--- config.mk ---
export PLATFORM = sky130hd
export DESIGN_NAME = nscap_top
export DESIGN_NICKNAME = d
export VERILOG_FILES = /design/src/verilog/nscap_pkg.sv /design/src/verilog/nscap_fmt_if.sv /design/src/verilog/nscap_fmt_engine.sv /design/src/verilog/nscap_resv_enc.sv /design/src/verilog/nscap_top.sv
export VERILOG_INCLUDE_DIRS = /design/src /design/src/verilog
export SDC_FILE = /design/constraint.sdc
export NUM_CORES = 1
export LEC_CHECK = 0
export ABC_AREA = 1
export ABC_CLOCK_PERIOD_IN_PS = 4500
export BUFFER_PORTS_ARGS = -buffer_cell sky130_fd_sc_hd__buf_2
export CORE_MARGIN = 5
export CORE_UTILIZATION = 30
export CTS_BUF_LIST = sky130_fd_sc_hd__clkbuf_8 sky130_fd_sc_hd__clkbuf_16
export DETAILED_ROUTE_END_ITERATION = 16
export GPL_ROUTABILITY_DRIVEN = 0
export HOLD_SLACK_MARGIN = 0.03
export PLACE_DENSITY = 0.53
export REMOVE_ABC_BUFFERS = 1
export SYNTH_ARGS = -nofsm -noshare
export SYNTH_HDL_FRONTEND = slang
export SYNTH_SLANG_ARGS = --single-unit
--- constraint.sdc ---
create_clock -name mclk_in -period 4.5 [get_ports mclk_in]
set_clock_uncertainty 0.05 [all_clocks]
set_input_delay 0.225 -clock mclk_in [delete_from_list [all_inputs] [get_ports mclk_in]]
set_output_delay 0.225 -clock mclk_in [all_outputs]
set_load 0.05 [all_outputs]
--- src/verilog/nscap_cfg.svh ---
// offsets, field positions, reset values and timing counts of the namespace capability bank
`ifndef NSCAP_CFG_SVH
`define NSCAP_CFG_SVH

`define NSCAP_CLK_MHZ        40
`define NSCAP_FMT_STEP_NS    1000
`define NSCAP_FMT_STEP_CYC   ((`NSCAP_FMT_STEP_NS * `NSCAP_CLK_MHZ + 999) / 1000)

`define NSCAP_OFF_FMT_SEL    8'h1A
`define NSCAP_OFF_PROT       8'h1D
`define NSCAP_OFF_SHARE      8'h1E
`define NSCAP_OFF_RESV       8'h1F
`define NSCAP_OFF_PROG       8'h20
`define NSCAP_OFF_CFG        8'h40
`define NSCAP_OFF_RTYPE      8'h41
`define NSCAP_OFF_VER_MAJ    8'h42
`define NSCAP_OFF_VER_MIN    8'h43
`define NSCAP_OFF_FMT_CMD    8'h44
`define NSCAP_OFF_STATUS     8'h45

`define NSCAP_CFG_SHARED_BIT 0
`define NSCAP_CFG_PROG_BIT   1
`define NSCAP_CFG_PTPL_BIT   2
`define NSCAP_CFG_KEYNEW_BIT 3
`define NSCAP_RESV_KEY_BIT   7
`define NSCAP_PROG_SUP_BIT   7
`define NSCAP_CMD_PROT_LSB   4

`define NSCAP_CFG_RST        4'h0
`define NSCAP_RTYPE_RST      6'h00
`define NSCAP_VER_MAJ_RST    8'h01
`define NSCAP_VER_MIN_RST    8'h04
`define NSCAP_FMT_SEL_RST    4'h0
`define NSCAP_PROT_RST       3'h0
`define NSCAP_PROT_MAX       3'h3
`define NSCAP_FMT_FULL_PCT   7'h64
`define NSCAP_VER_KEY_MAJ    8'h01
`define NSCAP_VER_KEY_MIN    8'h03

`endif

--- src/verilog/nscap_pkg.sv ---
// types and shared decoding of the namespace capability bank
`include "nscap_cfg.svh"
package nscap_pkg;
  typedef logic [7:0] nscap_byte_t;
  typedef enum logic {NSCAP_FMT_IDLE, NSCAP_FMT_RUN} nscap_fmt_state_t;

  function automatic logic nscap_ver_ge13(input nscap_byte_t maj, input nscap_byte_t min);
    nscap_ver_ge13 = (maj > `NSCAP_VER_KEY_MAJ) || ((maj == `NSCAP_VER_KEY_MAJ) && (min >= `NSCAP_VER_KEY_MIN));
  endfunction
endpackage

--- src/verilog/nscap_fmt_if.sv ---
// link between register front end and format engine
`timescale 1ns/1ps
interface nscap_fmt_if;
  logic       start;
  logic [3:0] tgt_fmt;
  logic [2:0] tgt_prot;
  logic       busy;
  logic [6:0] remaining;
  logic [3:0] cur_fmt;
  logic [2:0] cur_prot;

  modport engine (input start, tgt_fmt, tgt_prot, output busy, remaining, cur_fmt, cur_prot);
  modport front  (output start, tgt_fmt, tgt_prot, input busy, remaining, cur_fmt, cur_prot);
endinterface

--- src/verilog/nscap_fmt_engine.sv ---
// format engine: remaining percentage and committed format
`timescale 1ns/1ps
`include "nscap_cfg.svh"
module nscap_fmt_engine
  import nscap_pkg::*;
#(
  parameter int STEP_CYCLES = `NSCAP_FMT_STEP_CYC
) (
  input  wire logic   mclk_in,
  input  wire logic   rst_in,
  nscap_fmt_if.engine fmt
);
  localparam int CW = $clog2(STEP_CYCLES + 1);

  nscap_fmt_state_t state_reg;
  logic [CW-1:0]    step_reg;
  logic [6:0]       pct_reg;
  logic [3:0]       tfmt_reg;
  logic [2:0]       tprot_reg;
  logic [3:0]       fmt_reg;
  logic [2:0]       prot_reg;
  logic             step_done;
  logic             last_step;

  assign step_done = (state_reg == NSCAP_FMT_RUN) && (step_reg == CW'(STEP_CYCLES - 1));
  assign last_step = step_done && (pct_reg == 7'h01);

  always_ff @(posedge mclk_in or posedge rst_in) begin
    if (rst_in) begin
      state_reg <= NSCAP_FMT_IDLE;
    end else begin
      case (state_reg)
        NSCAP_FMT_IDLE: if (fmt.start) state_reg <= NSCAP_FMT_RUN;
        NSCAP_FMT_RUN:  if (last_step) state_reg <= NSCAP_FMT_IDLE;
        default:        state_reg <= NSCAP_FMT_IDLE;
      endcase
    end
  end

  always_ff @(posedge mclk_in or posedge rst_in) begin
    if (rst_in) begin
      step_reg <= '0;
    end else if ((state_reg != NSCAP_FMT_RUN) || step_done) begin
      step_reg <= '0;
    end else begin
      step_reg <= step_reg + CW'(1);
    end
  end

  // remaining share only counts down while running
  always_ff @(posedge mclk_in or posedge rst_in) begin
    if (rst_in) begin
      pct_reg <= 7'h00;
    end else if ((state_reg == NSCAP_FMT_IDLE) && fmt.start) begin
      pct_reg <= `NSCAP_FMT_FULL_PCT;
    end else if (step_done) begin
      pct_reg <= pct_reg - 7'h01;
    end
  end

  always_ff @(posedge mclk_in or posedge rst_in) begin
    if (rst_in) begin
      tfmt_reg  <= `NSCAP_FMT_SEL_RST;
      tprot_reg <= `NSCAP_PROT_RST;
    end else if ((state_reg == NSCAP_FMT_IDLE) && fmt.start) begin
      tfmt_reg  <= fmt.tgt_fmt;
      tprot_reg <= fmt.tgt_prot;
    end
  end

  // new format takes effect on the edge the share reaches zero
  always_ff @(posedge mclk_in or posedge rst_in) begin
    if (rst_in) begin
      fmt_reg  <= `NSCAP_FMT_SEL_RST;
      prot_reg <= `NSCAP_PROT_RST;
    end else if (last_step) begin
      fmt_reg  <= tfmt_reg;
      prot_reg <= tprot_reg;
    end
  end

  assign fmt.busy      = (state_reg == NSCAP_FMT_RUN);
  assign fmt.remaining = pct_reg;
  assign fmt.cur_fmt   = fmt_reg;
  assign fmt.cur_prot  = prot_reg;
endmodule // nscap_fmt_engine

--- src/verilog/nscap_resv_enc.sv ---
// reservation capability byte encoder
`timescale 1ns/1ps
`include "nscap_cfg.svh"
module nscap_resv_enc
  import nscap_pkg::*;
(
  input  wire logic        mclk_in,
  input  wire logic        rst_in,
  input  wire logic [5:0]  types_in,
  input  wire logic        ptpl_in,
  input  wire logic        key_new_in,
  input  wire nscap_byte_t ver_maj_in,
  input  wire nscap_byte_t ver_min_in,
  output nscap_byte_t      resv_out
);
  nscap_byte_t resv_reg;

  // no types means no reservations at all
  // key semantics forced new from the version
  // type and persistence bits only when supported
  always_ff @(posedge mclk_in or posedge rst_in) begin
    if (rst_in) begin
      resv_reg <= 8'h00;
    end else if (types_in == 6'h00) begin
      resv_reg <= 8'h00;
    end else begin
      resv_reg <= {key_new_in | nscap_ver_ge13(ver_maj_in, ver_min_in), types_in, ptpl_in};
    end
  end

  assign resv_out = resv_reg;
endmodule // nscap_resv_enc

--- src/verilog/nscap_top.sv ---
// namespace capability register bank with format progress
//
// Functional notes
// - protection code 0..3 only, 4..7 never shown
// - sharing bit0 set when shared, rest zero
// - sharing bit0 clear for private namespace
// - reservation byte zero when no reservations
// - reservation bit7 selects key override semantics
// - bit7 forced one when version is 1.3+
// - bits 6..3 follow the four registrant types
// - bits 2..1 follow exclusive and write-exclusive types
// - bit0 set only with power-loss persistence
// - progress bit7 when supported, else byte zero
// - bits 6..0 give remaining format percentage
// - zero only when idle and format committed
// - format select low nibble names format in use
`timescale 1ns/1ps
`include "nscap_cfg.svh"
module nscap_top
  import nscap_pkg::*;
#(
  parameter int STEP_CYCLES = `NSCAP_FMT_STEP_CYC
) (
  input  wire logic        mclk_in,
  input  wire logic        rst_in,
  input  wire nscap_byte_t addr_in,
  input  wire nscap_byte_t wr_data_in,
  input  wire logic        wr_in,
  input  wire logic        rd_in,
  output nscap_byte_t      rd_data_out,
  output logic             fmt_busy_out
);
  nscap_fmt_if fmt ();

  logic [3:0]  cfg_reg;
  logic [5:0]  rtype_reg;
  nscap_byte_t ver_maj_reg;
  nscap_byte_t ver_min_reg;
  logic        reject_reg;
  nscap_byte_t rd_data_reg;
  logic        busy_reg;
  nscap_byte_t resv_byte;
  nscap_byte_t rd_next;
  logic        cmd_wr;
  logic        cmd_ok;

  function automatic logic hit(input nscap_byte_t a, input nscap_byte_t off);
    hit = (a == off);
  endfunction

  nscap_fmt_engine #(
    .STEP_CYCLES (STEP_CYCLES)
  ) u_engine (
    .mclk_in (mclk_in),
    .rst_in  (rst_in),
    .fmt     (fmt)
  );

  nscap_resv_enc u_resv (
    .mclk_in    (mclk_in),
    .rst_in     (rst_in),
    .types_in   (rtype_reg),
    .ptpl_in    (cfg_reg[`NSCAP_CFG_PTPL_BIT]),
    .key_new_in (cfg_reg[`NSCAP_CFG_KEYNEW_BIT]),
    .ver_maj_in (ver_maj_reg),
    .ver_min_in (ver_min_reg),
    .resv_out   (resv_byte)
  );

  // configuration writes
  always_ff @(posedge mclk_in or posedge rst_in) begin
    if (rst_in) begin
      cfg_reg     <= `NSCAP_CFG_RST;
      rtype_reg   <= `NSCAP_RTYPE_RST;
      ver_maj_reg <= `NSCAP_VER_MAJ_RST;
      ver_min_reg <= `NSCAP_VER_MIN_RST;
    end else if (wr_in) begin
      if (hit(addr_in, `NSCAP_OFF_CFG)) cfg_reg <= wr_data_in[3:0];
      if (hit(addr_in, `NSCAP_OFF_RTYPE)) rtype_reg <= wr_data_in[6:1];
      if (hit(addr_in, `NSCAP_OFF_VER_MAJ)) ver_maj_reg <= wr_data_in;
      if (hit(addr_in, `NSCAP_OFF_VER_MIN)) ver_min_reg <= wr_data_in;
    end
  end

  // format command, reserved protection codes refused
  assign cmd_wr = wr_in && hit(addr_in, `NSCAP_OFF_FMT_CMD);
  assign cmd_ok = cmd_wr && !fmt.busy &&
                  (wr_data_in[`NSCAP_CMD_PROT_LSB +: 3] <= `NSCAP_PROT_MAX);

  assign fmt.start    = cmd_ok;
  assign fmt.tgt_fmt  = wr_data_in[3:0];
  assign fmt.tgt_prot = wr_data_in[`NSCAP_CMD_PROT_LSB +: 3];

  always_ff @(posedge mclk_in or posedge rst_in) begin
    if (rst_in) begin
      reject_reg <= 1'b0;
    end else if (cmd_wr) begin
      reject_reg <= !cmd_ok;
    end
  end

  always_ff @(posedge mclk_in or posedge rst_in) begin
    if (rst_in) begin
      busy_reg <= 1'b0;
    end else begin
      busy_reg <= fmt.busy;
    end
  end

  // read multiplexer
  always_comb begin
    rd_next = 8'h00;
    case (addr_in)
      `NSCAP_OFF_FMT_SEL: rd_next = {4'h0, fmt.cur_fmt};
      `NSCAP_OFF_PROT:    rd_next = {5'h00, fmt.cur_prot};
      `NSCAP_OFF_SHARE:   rd_next = {7'h00, cfg_reg[`NSCAP_CFG_SHARED_BIT]};
      `NSCAP_OFF_RESV:    rd_next = resv_byte;
      `NSCAP_OFF_PROG: begin
        if (cfg_reg[`NSCAP_CFG_PROG_BIT]) begin
          rd_next = {1'b1, fmt.remaining};
        end else begin
          rd_next = 8'h00;
        end
      end
      `NSCAP_OFF_CFG:     rd_next = {4'h0, cfg_reg};
      `NSCAP_OFF_RTYPE:   rd_next = {1'b0, rtype_reg, 1'b0};
      `NSCAP_OFF_VER_MAJ: rd_next = ver_maj_reg;
      `NSCAP_OFF_VER_MIN: rd_next = ver_min_reg;
      `NSCAP_OFF_STATUS:  rd_next = {6'h00, reject_reg, fmt.busy};
      default:            rd_next = 8'h00;
    endcase
  end

  always_ff @(posedge mclk_in or posedge rst_in) begin
    if (rst_in) begin
      rd_data_reg <= 8'h00;
    end else if (rd_in) begin
      rd_data_reg <= rd_next;
    end else begin
      rd_data_reg <= 8'h00;
    end
  end

  assign rd_data_out  = rd_data_reg;
  assign fmt_busy_out = busy_reg;

  logic ver13_h;
  assign ver13_h = nscap_ver_ge13(ver_maj_reg, ver_min_reg);

  logic [3:0] chk_fmt_reg;
  logic [2:0] chk_prot_reg;

  always_ff @(posedge mclk_in or posedge rst_in) begin
    if (rst_in) begin
      chk_fmt_reg  <= `NSCAP_FMT_SEL_RST;
      chk_prot_reg <= `NSCAP_PROT_RST;
    end else if (cmd_wr && !fmt.busy && (wr_data_in[`NSCAP_CMD_PROT_LSB +: 3] <= `NSCAP_PROT_MAX)) begin
      chk_fmt_reg  <= wr_data_in[3:0];
      chk_prot_reg <= wr_data_in[`NSCAP_CMD_PROT_LSB +: 3];
    end
  end
endmodule // nscap_top

==> results of run 1 <==
==> repair_timing <==
item,in CTS,in global routing
hold buffers,1,0
endpoints found under the setup margin,0,0
endpoints found under the hold margin,15,0
setup buffers,0,0
==> placed cells by master (no fill, tap or decap), types with 3 or more instances in the layout <==
cell type and instances:
nand2_1 108, ha_1 3, buf_2 28, clkbuf_16 9, dfrtp_1 70, nor2_1 58
nor2_4 5, clkinv_2 4, o21ai_0 22, inv_2 4, nand2_2 8, o21a_1 5
inv_1 49, a21oi_1 4, nand3_1 51, nor3_1 3, o21ai_2 6, o21ai_1 17
==> worst max-delay path by stage <==
| stage | startpoint | to | slack, ns |
|---|---|---|---|
| floorplan | rst_in | cfg_reg[0] | 2.40 |
| global placement | u_engine.step_reg[0] | u_engine.fmt.remaining[4] | 2.72 |
| detailed placement | u_engine.step_reg[0] | u_engine.fmt.remaining[6] | 2.66 |
| CTS | u_engine.step_reg[0] | u_engine.fmt.remaining[6] | 2.64 |
| global route | u_engine.step_reg[0] | u_engine.fmt.remaining[6] | 2.43 |
| finish | u_engine.step_reg[0] | u_engine.fmt.remaining[4] | 2.65 |
==> where the power goes <==
group / internal [mW] / switching [mW] / total, mW / leakage [nW]
Clock: 0.397 / 0.258 / 0.655 / 0.146
Sequential: 0.668 / 0.0162 / 0.684 / 0.937
Combinational: 0.0259 / 0.0585 / 0.0843 / 1.08
==> worst register-to-register path, stage by stage, from the launching register on <==
cell	delay, ns
dfrtp_1	0.37
ha_1	0.18
nand2_1	0.09
nor2_2	0.12
nand4_2	0.32
nor2_1	0.37
nand3_1	0.11
nand2_1	0.08
nor2_1	0.05
==> final cells by class <==
| class | instances | area, um^2 | area share (%) |
|---|---|---|---|
| well taps | 147 | 184 | 4.43 |
| inverters | 52 | 195 | 4.70 |
| flip-flops and latches | 72 | 1800 | 43.5 |
| clock buffers | 11 | 253 | 6.09 |
| clock inverters | 5 | 23.8 | 0.573 |
| repair buffers | 30 | 158 | 3.80 |
| multi-input cells | 310 | 1530 | 36.9 |
==> layer usage <==
layer / vias up / GRT usage, % / part of all wire, % / routed length, um
li1: 1486 / - / - / -
met1: 1345 / 17.6 / 48 / 4300
met2: 42 / 20.6 / 46 / 4050
met3: 20 / 2.50 / 3.1 / 273
met4: 0 / 8.16 / 2.9 / 261
met5: - / 0 / 0 / 0
==> logic make-up after synthesis <==
logic type	synth area share, %
compound gates	9.01
xor+xnor	0.242
fa+ha+maj	1.04
buf+inv	7.94
flops	49.8
simple gates	32.0
==> through the flow <==
step | power [mW] | setup slack (ns) | util [%] | hold slack, ns
2_1_floorplan | 0.744 | 2.40 | - | 0.276
3_3_place_gp | 0.779 | 2.72 | 32.4 | 0.167
3_5_place_dp | 0.781 | 2.66 | 32.4 | 0.168
4_1_cts | 1.44 | 2.64 | 34.8 | 0.0525
5_1_grt | 1.48 | 2.43 | 34.8 | 0.0697
6_report | 1.42 | 2.65 | 34.8 | 0.0681
==> metrics.txt, run 1 <==
Area growth syn-to-layout=14.5%; Port Buffers=28; vias per cell=4.61; worst-path cell chain=ha_1 > nand2_1 > nor2_2 > nand4_2 > nor2_1 > nand3_1 > nand2_1 > nor2_1; required time worst endpoint=4.67 ns; Finish-stage setup viols=0; first-pass GRT wire length=14900 um; placed inst area=0.00386 mm^2; DP Wirelength=6920 um; Commonest cells post-synth=nand2_1 (108), dfrtp_1 (70), nor2_1 (58), nand3_1 (51), inv_1 (49); Crit Reg-Reg Startpoint=u_engine.step_reg[0]; Total Nets Final=498; synthesized flop and latch total=72; status=finished clean; buffers plus inverters on the worst setup path=0; worst reg2reg setup slack=2.65 ns; vias in the first global route=2946; WL/cell=14.2 um; layout cells sized above 1=16.5%; ANT cells=0; die height=120 um; # clock sinks=72; Levels on crit path=8; Async SR Flop Fraction=100%; worst skew pair latency=0.34 ns; CP Class=reg -> reg; Max clock buf depth=2; cell taking the most area after synthesis=dfrtp_1; Final Non-Filler Cells=627; CTS tree=done; Die W=120 um; Core Rows=40; RSZ-0062 raised after global routing=no; synth unique cells=35; setup TNS=0 ns; Mapped Cells=449; DR DRC count=0; Hold Path End=ver_maj_reg[0]; final WL=8890 um; clk slew on worst S/H paths=0.05 ns; grt total ovfl=0; initial antenna violation count=0; CP arrival=2.03 ns; largest net degree at the start of global routing=58; Via Count=2893; mapped cell area=0.00362 mm^2; worst rel slew slack=52.6%; Die ar.=0.0144 mm^2; Main synth FF type=dfrtp_1; placed insts=610; I/O pin total=29; top cell type's share of synthesized area=48.3%; Tcrit/Tclk final=41.2%; DR iter-0 viols=255; Max stage delay on crit path=0.37 ns; Hold Crit Start=wr_data_in[0]; critical path endpoint category=flop; sequential area share after synthesis=49.8%; htree depth=3; Fill cells=1276; min-delay worst type=in -> reg; Pre-antenna DRT Iters=4; Post-DRT Antenna Nets=0; Max VDD drop=0.171 mV; Worst-Margin Slew=0.712 ns; Final min period=1.85 ns; Ys Warns=0; leakage=2.16 nW; worst r2r path cells=8; syn avg cell area=8.07 um^2; Final Hold Fails=0; CP delay by family, top=simple AND/OR/NAND/NOR gates; CTS Buf Count=9; core area=0.0119 mm^2; Worst Hold Depth=3; synth top area cells=dfrtp_1 (48%), nand2_1 (11%), nand3_1 (7.0%); worst-path maximum fanout=15; most common cell in the netlist=nand2_1; FF-to-FF End=u_engine.fmt.remaining[4]; EDFF count, synth=0; slowest stage cell, crit path=dfrtp_1; post-CTS sizing=0; Design Area, Final=0.00415 mm^2; Power Density=343 mW/mm^2; CP startpoint kind=flop; Root Driver=clkbuf_16; Initial Util=30.4%; Max Clk Rate=540 MHz; All-Layer GR Usage=13.5%; MaxCap Viol Count=0; Slew Viols, Final=0
Power figures use the tool's default switching activity.
==> inputs of run 2 (changes only) <==
--- a/config.mk
+++ b/config.mk
@@ -7,7 +7,7 @@
 export NUM_CORES = 1
 export LEC_CHECK = 0
 export ABC_AREA = 1
-export ABC_CLOCK_PERIOD_IN_PS = 4500
+export ABC_CLOCK_PERIOD_IN_PS = 1600
 export BUFFER_PORTS_ARGS = -buffer_cell sky130_fd_sc_hd__buf_2
 export CORE_MARGIN = 5
 export CORE_UTILIZATION = 30
@@ -15,7 +15,7 @@
 export DETAILED_ROUTE_END_ITERATION = 16
 export GPL_ROUTABILITY_DRIVEN = 0
 export HOLD_SLACK_MARGIN = 0.03
-export PLACE_DENSITY = 0.53
+export PLACE_DENSITY = 0.54
 export REMOVE_ABC_BUFFERS = 1
 export SYNTH_ARGS = -nofsm -noshare
 export SYNTH_HDL_FRONTEND = slang
==> constraint.sdc (replaced) <==
create_clock -name mclk_in -period 1.6 [get_ports mclk_in]
set_clock_uncertainty 0.05 [all_clocks]
set_input_delay 0.08 -clock mclk_in [delete_from_list [all_inputs] [get_ports mclk_in]]
set_output_delay 0.08 -clock mclk_in [all_outputs]
set_load 0.05 [all_outputs]
==> run 2 against run 1 <==
Against the previous run:
- critical path depth unchanged
- critical path type unchanged
- sequential power increased to 2.8 times the previous value
- critical endpoint is now u_engine.fmt.cur_prot[1]
- setup slack got worse by 2.6 ns
- non-clock buffer count increased by 18
- power increased to 3.0 times the previous value
- sequential share of layout area decreased by 2.6 points
==> metrics.txt, run 2 (synthesis gave the netlist of run 1 again) <==
footprint of the multi-input gates=0.00158 mm^2 (was 0.00153 mm^2); metal2 WL=4260 um (was 4050 um); Hold Crit Start=wr_data_in[4] (was wr_data_in[0]); initial antenna violation count=0 (unchanged); vias per cell=4.64 (was 4.61); # clock sinks=72 (unchanged); Max Clk Rate=656 MHz (was 540 MHz); Max VDD drop=0.418 mV (was 0.171 mV); MaxCap Viol Count=0 (unchanged); layout cells sized above 1=19.8% (was 16.5%); Slew Viols, Final=0 (unchanged); CTS tree=done (unchanged); core area=0.0119 mm^2 (unchanged); fin util=37.0% (was 34.8%); Die ar.=0.0144 mm^2 (unchanged); Power Density=958 mW/mm^2 (was 343 mW/mm^2); min-delay worst type=in -> reg (unchanged); DR iter-0 viols=172 (was 255); DP Wirelength=7170 um (was 6920 um); worst-path maximum fanout=6 (was 15); DR WL met3=374 um (was 273 um); CP arrival=1.75 ns (was 2.03 ns); worst r2r path cells=8 (unchanged); worst skew pair latency=0.34 ns (about the same); CTS Buf Count=9 (unchanged); Max clock buf depth=2 (unchanged); Fill cells=1195 (was 1276); CP startpoint=u_engine.step_reg[0] (unchanged); worst rel slew slack=66.9% (was 52.6%); first-pass GRT wire length=15200 um (was 14900 um); Crit Reg-Reg Startpoint=u_engine.step_reg[0] (unchanged); Worst Hold Depth=3 (unchanged); M1 WL=4330 um (was 4300 um); Finish-stage setup viols=0 (unchanged); Worst-Margin Slew=0.496 ns (was 0.712 ns); setup TNS=0 ns (unchanged); Hold Slack=0.0256 ns (was 0.0681 ns); grt total ovfl=0 (unchanged); FF-to-FF End=u_engine.fmt.cur_prot[1] (was u_engine.fmt.remaining[4]); CP Class=reg -> reg (unchanged); largest net degree at the start of global routing=23 (was 58); Post-DRT Antenna Nets=0 (unchanged); final WL=9180 um (was 8890 um); leading cell type in the layout, fill and taps excluded=nand2_1 (unchanged); status=finished clean (unchanged); Tcrit/Tclk final=95.3% (was 41.2%); Final min period=1.52 ns (was 1.85 ns); htree depth=3 (unchanged); All-Layer GR Usage=13.8% (was 13.5%); Die W=120 um (unchanged); critical path endpoint category=flop (unchanged); RSZ-0062 raised after global routing=yes (was no); Area growth syn-to-layout=21.7% (was 14.5%); DR DRC count=0 (unchanged); vias in the first global route=2894 (was 2946); worst reg2reg setup slack=0.08 ns (was 2.65 ns); final setup margin=0.0757 ns (was 2.65 ns); Port Buffers=28 (unchanged); highest-count cells in the layout ignoring fill and taps=nand2_1 (105), dfrtp_1 (70), nor2_1 (57), nand3_1 (51), inv_1 (49) (was nand2_1 (108), dfrtp_1 (70), nor2_1 (58), nand3_1 (51), inv_1 (49)); ANT cells=0 (unchanged); die height=120 um (unchanged); WL/cell=14.2 um (about the same); Via Count=2999 (was 2893); clk slew on worst S/H paths=0.06 ns (was 0.05 ns); Top Metal Used=met4 (unchanged); Pre-antenna DRT Iters=4 (unchanged); Hold Path End=rtype_reg[3] (was ver_maj_reg[0]); required time worst endpoint=1.82 ns (was 4.67 ns); Final Hold Fails=0 (unchanged); Place WS=-0.00232 ns (was 2.66 ns); Total Nets Final=517 (was 498); Pwr Total=4.22 mW (was 1.42 mW); leakage=2.29 nW (was 2.16 nW); Core Rows=40 (unchanged); Initial Util=30.4% (unchanged); I/O pin total=29 (unchanged); Register Area=0.00180 mm^2 (unchanged); Root Driver=clkbuf_16 (unchanged); CP startpoint kind=flop (unchanged)
-- run 2: power by group --
group	internal (mW)	leakage (nW)	total [mW]	switching (mW)
clock	1.29	0.153	2.04	0.751
combinational	0.0911	1.20	0.262	0.170
sequential	1.88	0.937	1.92	0.0456
total	3.26	2.29	4.22	0.967
-- run 2: metrics by stage --
| step | std cells | instance area (um^2) |
|---|---|---|
| 6_report | 646 | 4410 |
| 5_1_grt | 646 | 4410 |
| 4_1_cts | 642 | 4320 |
| 3_5_place_dp | 621 | 3960 |
| 3_3_place_gp | 621 | 3960 |
| 2_1_floorplan | 434 | 3530 |
-- run 2: repair_timing --
| action | in CTS | in global routing |
|---|---|---|
| resized for setup | 0 | 14 |
| buffers inserted | 0 | 2 |
| pin swaps | 1 | 3 |
| endpoints found under the hold margin | 77 | 0 |
| cloned | 0 | 2 |
| setup endpoints to repair | 2 | 14 |
| hold buffers | 5 | 0 |
-- run 2: area by class of cell --
class | instances | area share [%]
Clock buffer | 11 | 5.73
Tap cell | 147 | 4.17
Multi-Input combinational cell | 311 | 35.8
Inverter | 52 | 4.43
Sequential cell | 72 | 40.9
Timing Repair Buffer | 48 | 7.72
Clock inverter | 5 | 1.25
-- run 2: how the worst max path moves through the flow --
stage / endpoint / slack (ns) / depth (start not counted)
floorplan: cfg_reg[0] / -0.35 / 1
global placement: u_engine.fmt.busy / 0.07 / 7
detailed placement: u_engine.fmt.busy / -0.002 / 7
CTS: u_engine.fmt.remaining[6] / 0.009 / 8
global route: u_engine.fmt.remaining[4] / -0.04 / 8
finish: u_engine.fmt.cur_prot[1] / 0.08 / 8
-- run 2: worst max-delay path, cell delays in order (launching register included) --
cell and delay [ns]:
dfrtp_1 0.38, ha_2 0.22, nand2_4 0.06, nor2_4 0.11
nand4_4 0.15, buf_8 0.18, nor2_2 0.16, nand2_1 0.09
nand2_1 0.07
-- run 2: metal layers --
layer,GRT usage (%),vias to the layer above
li1,-,1527
met1,18.6,1402
met2,21.0,55
met3,3.39,15
met4,6.01,0
met5,0,-
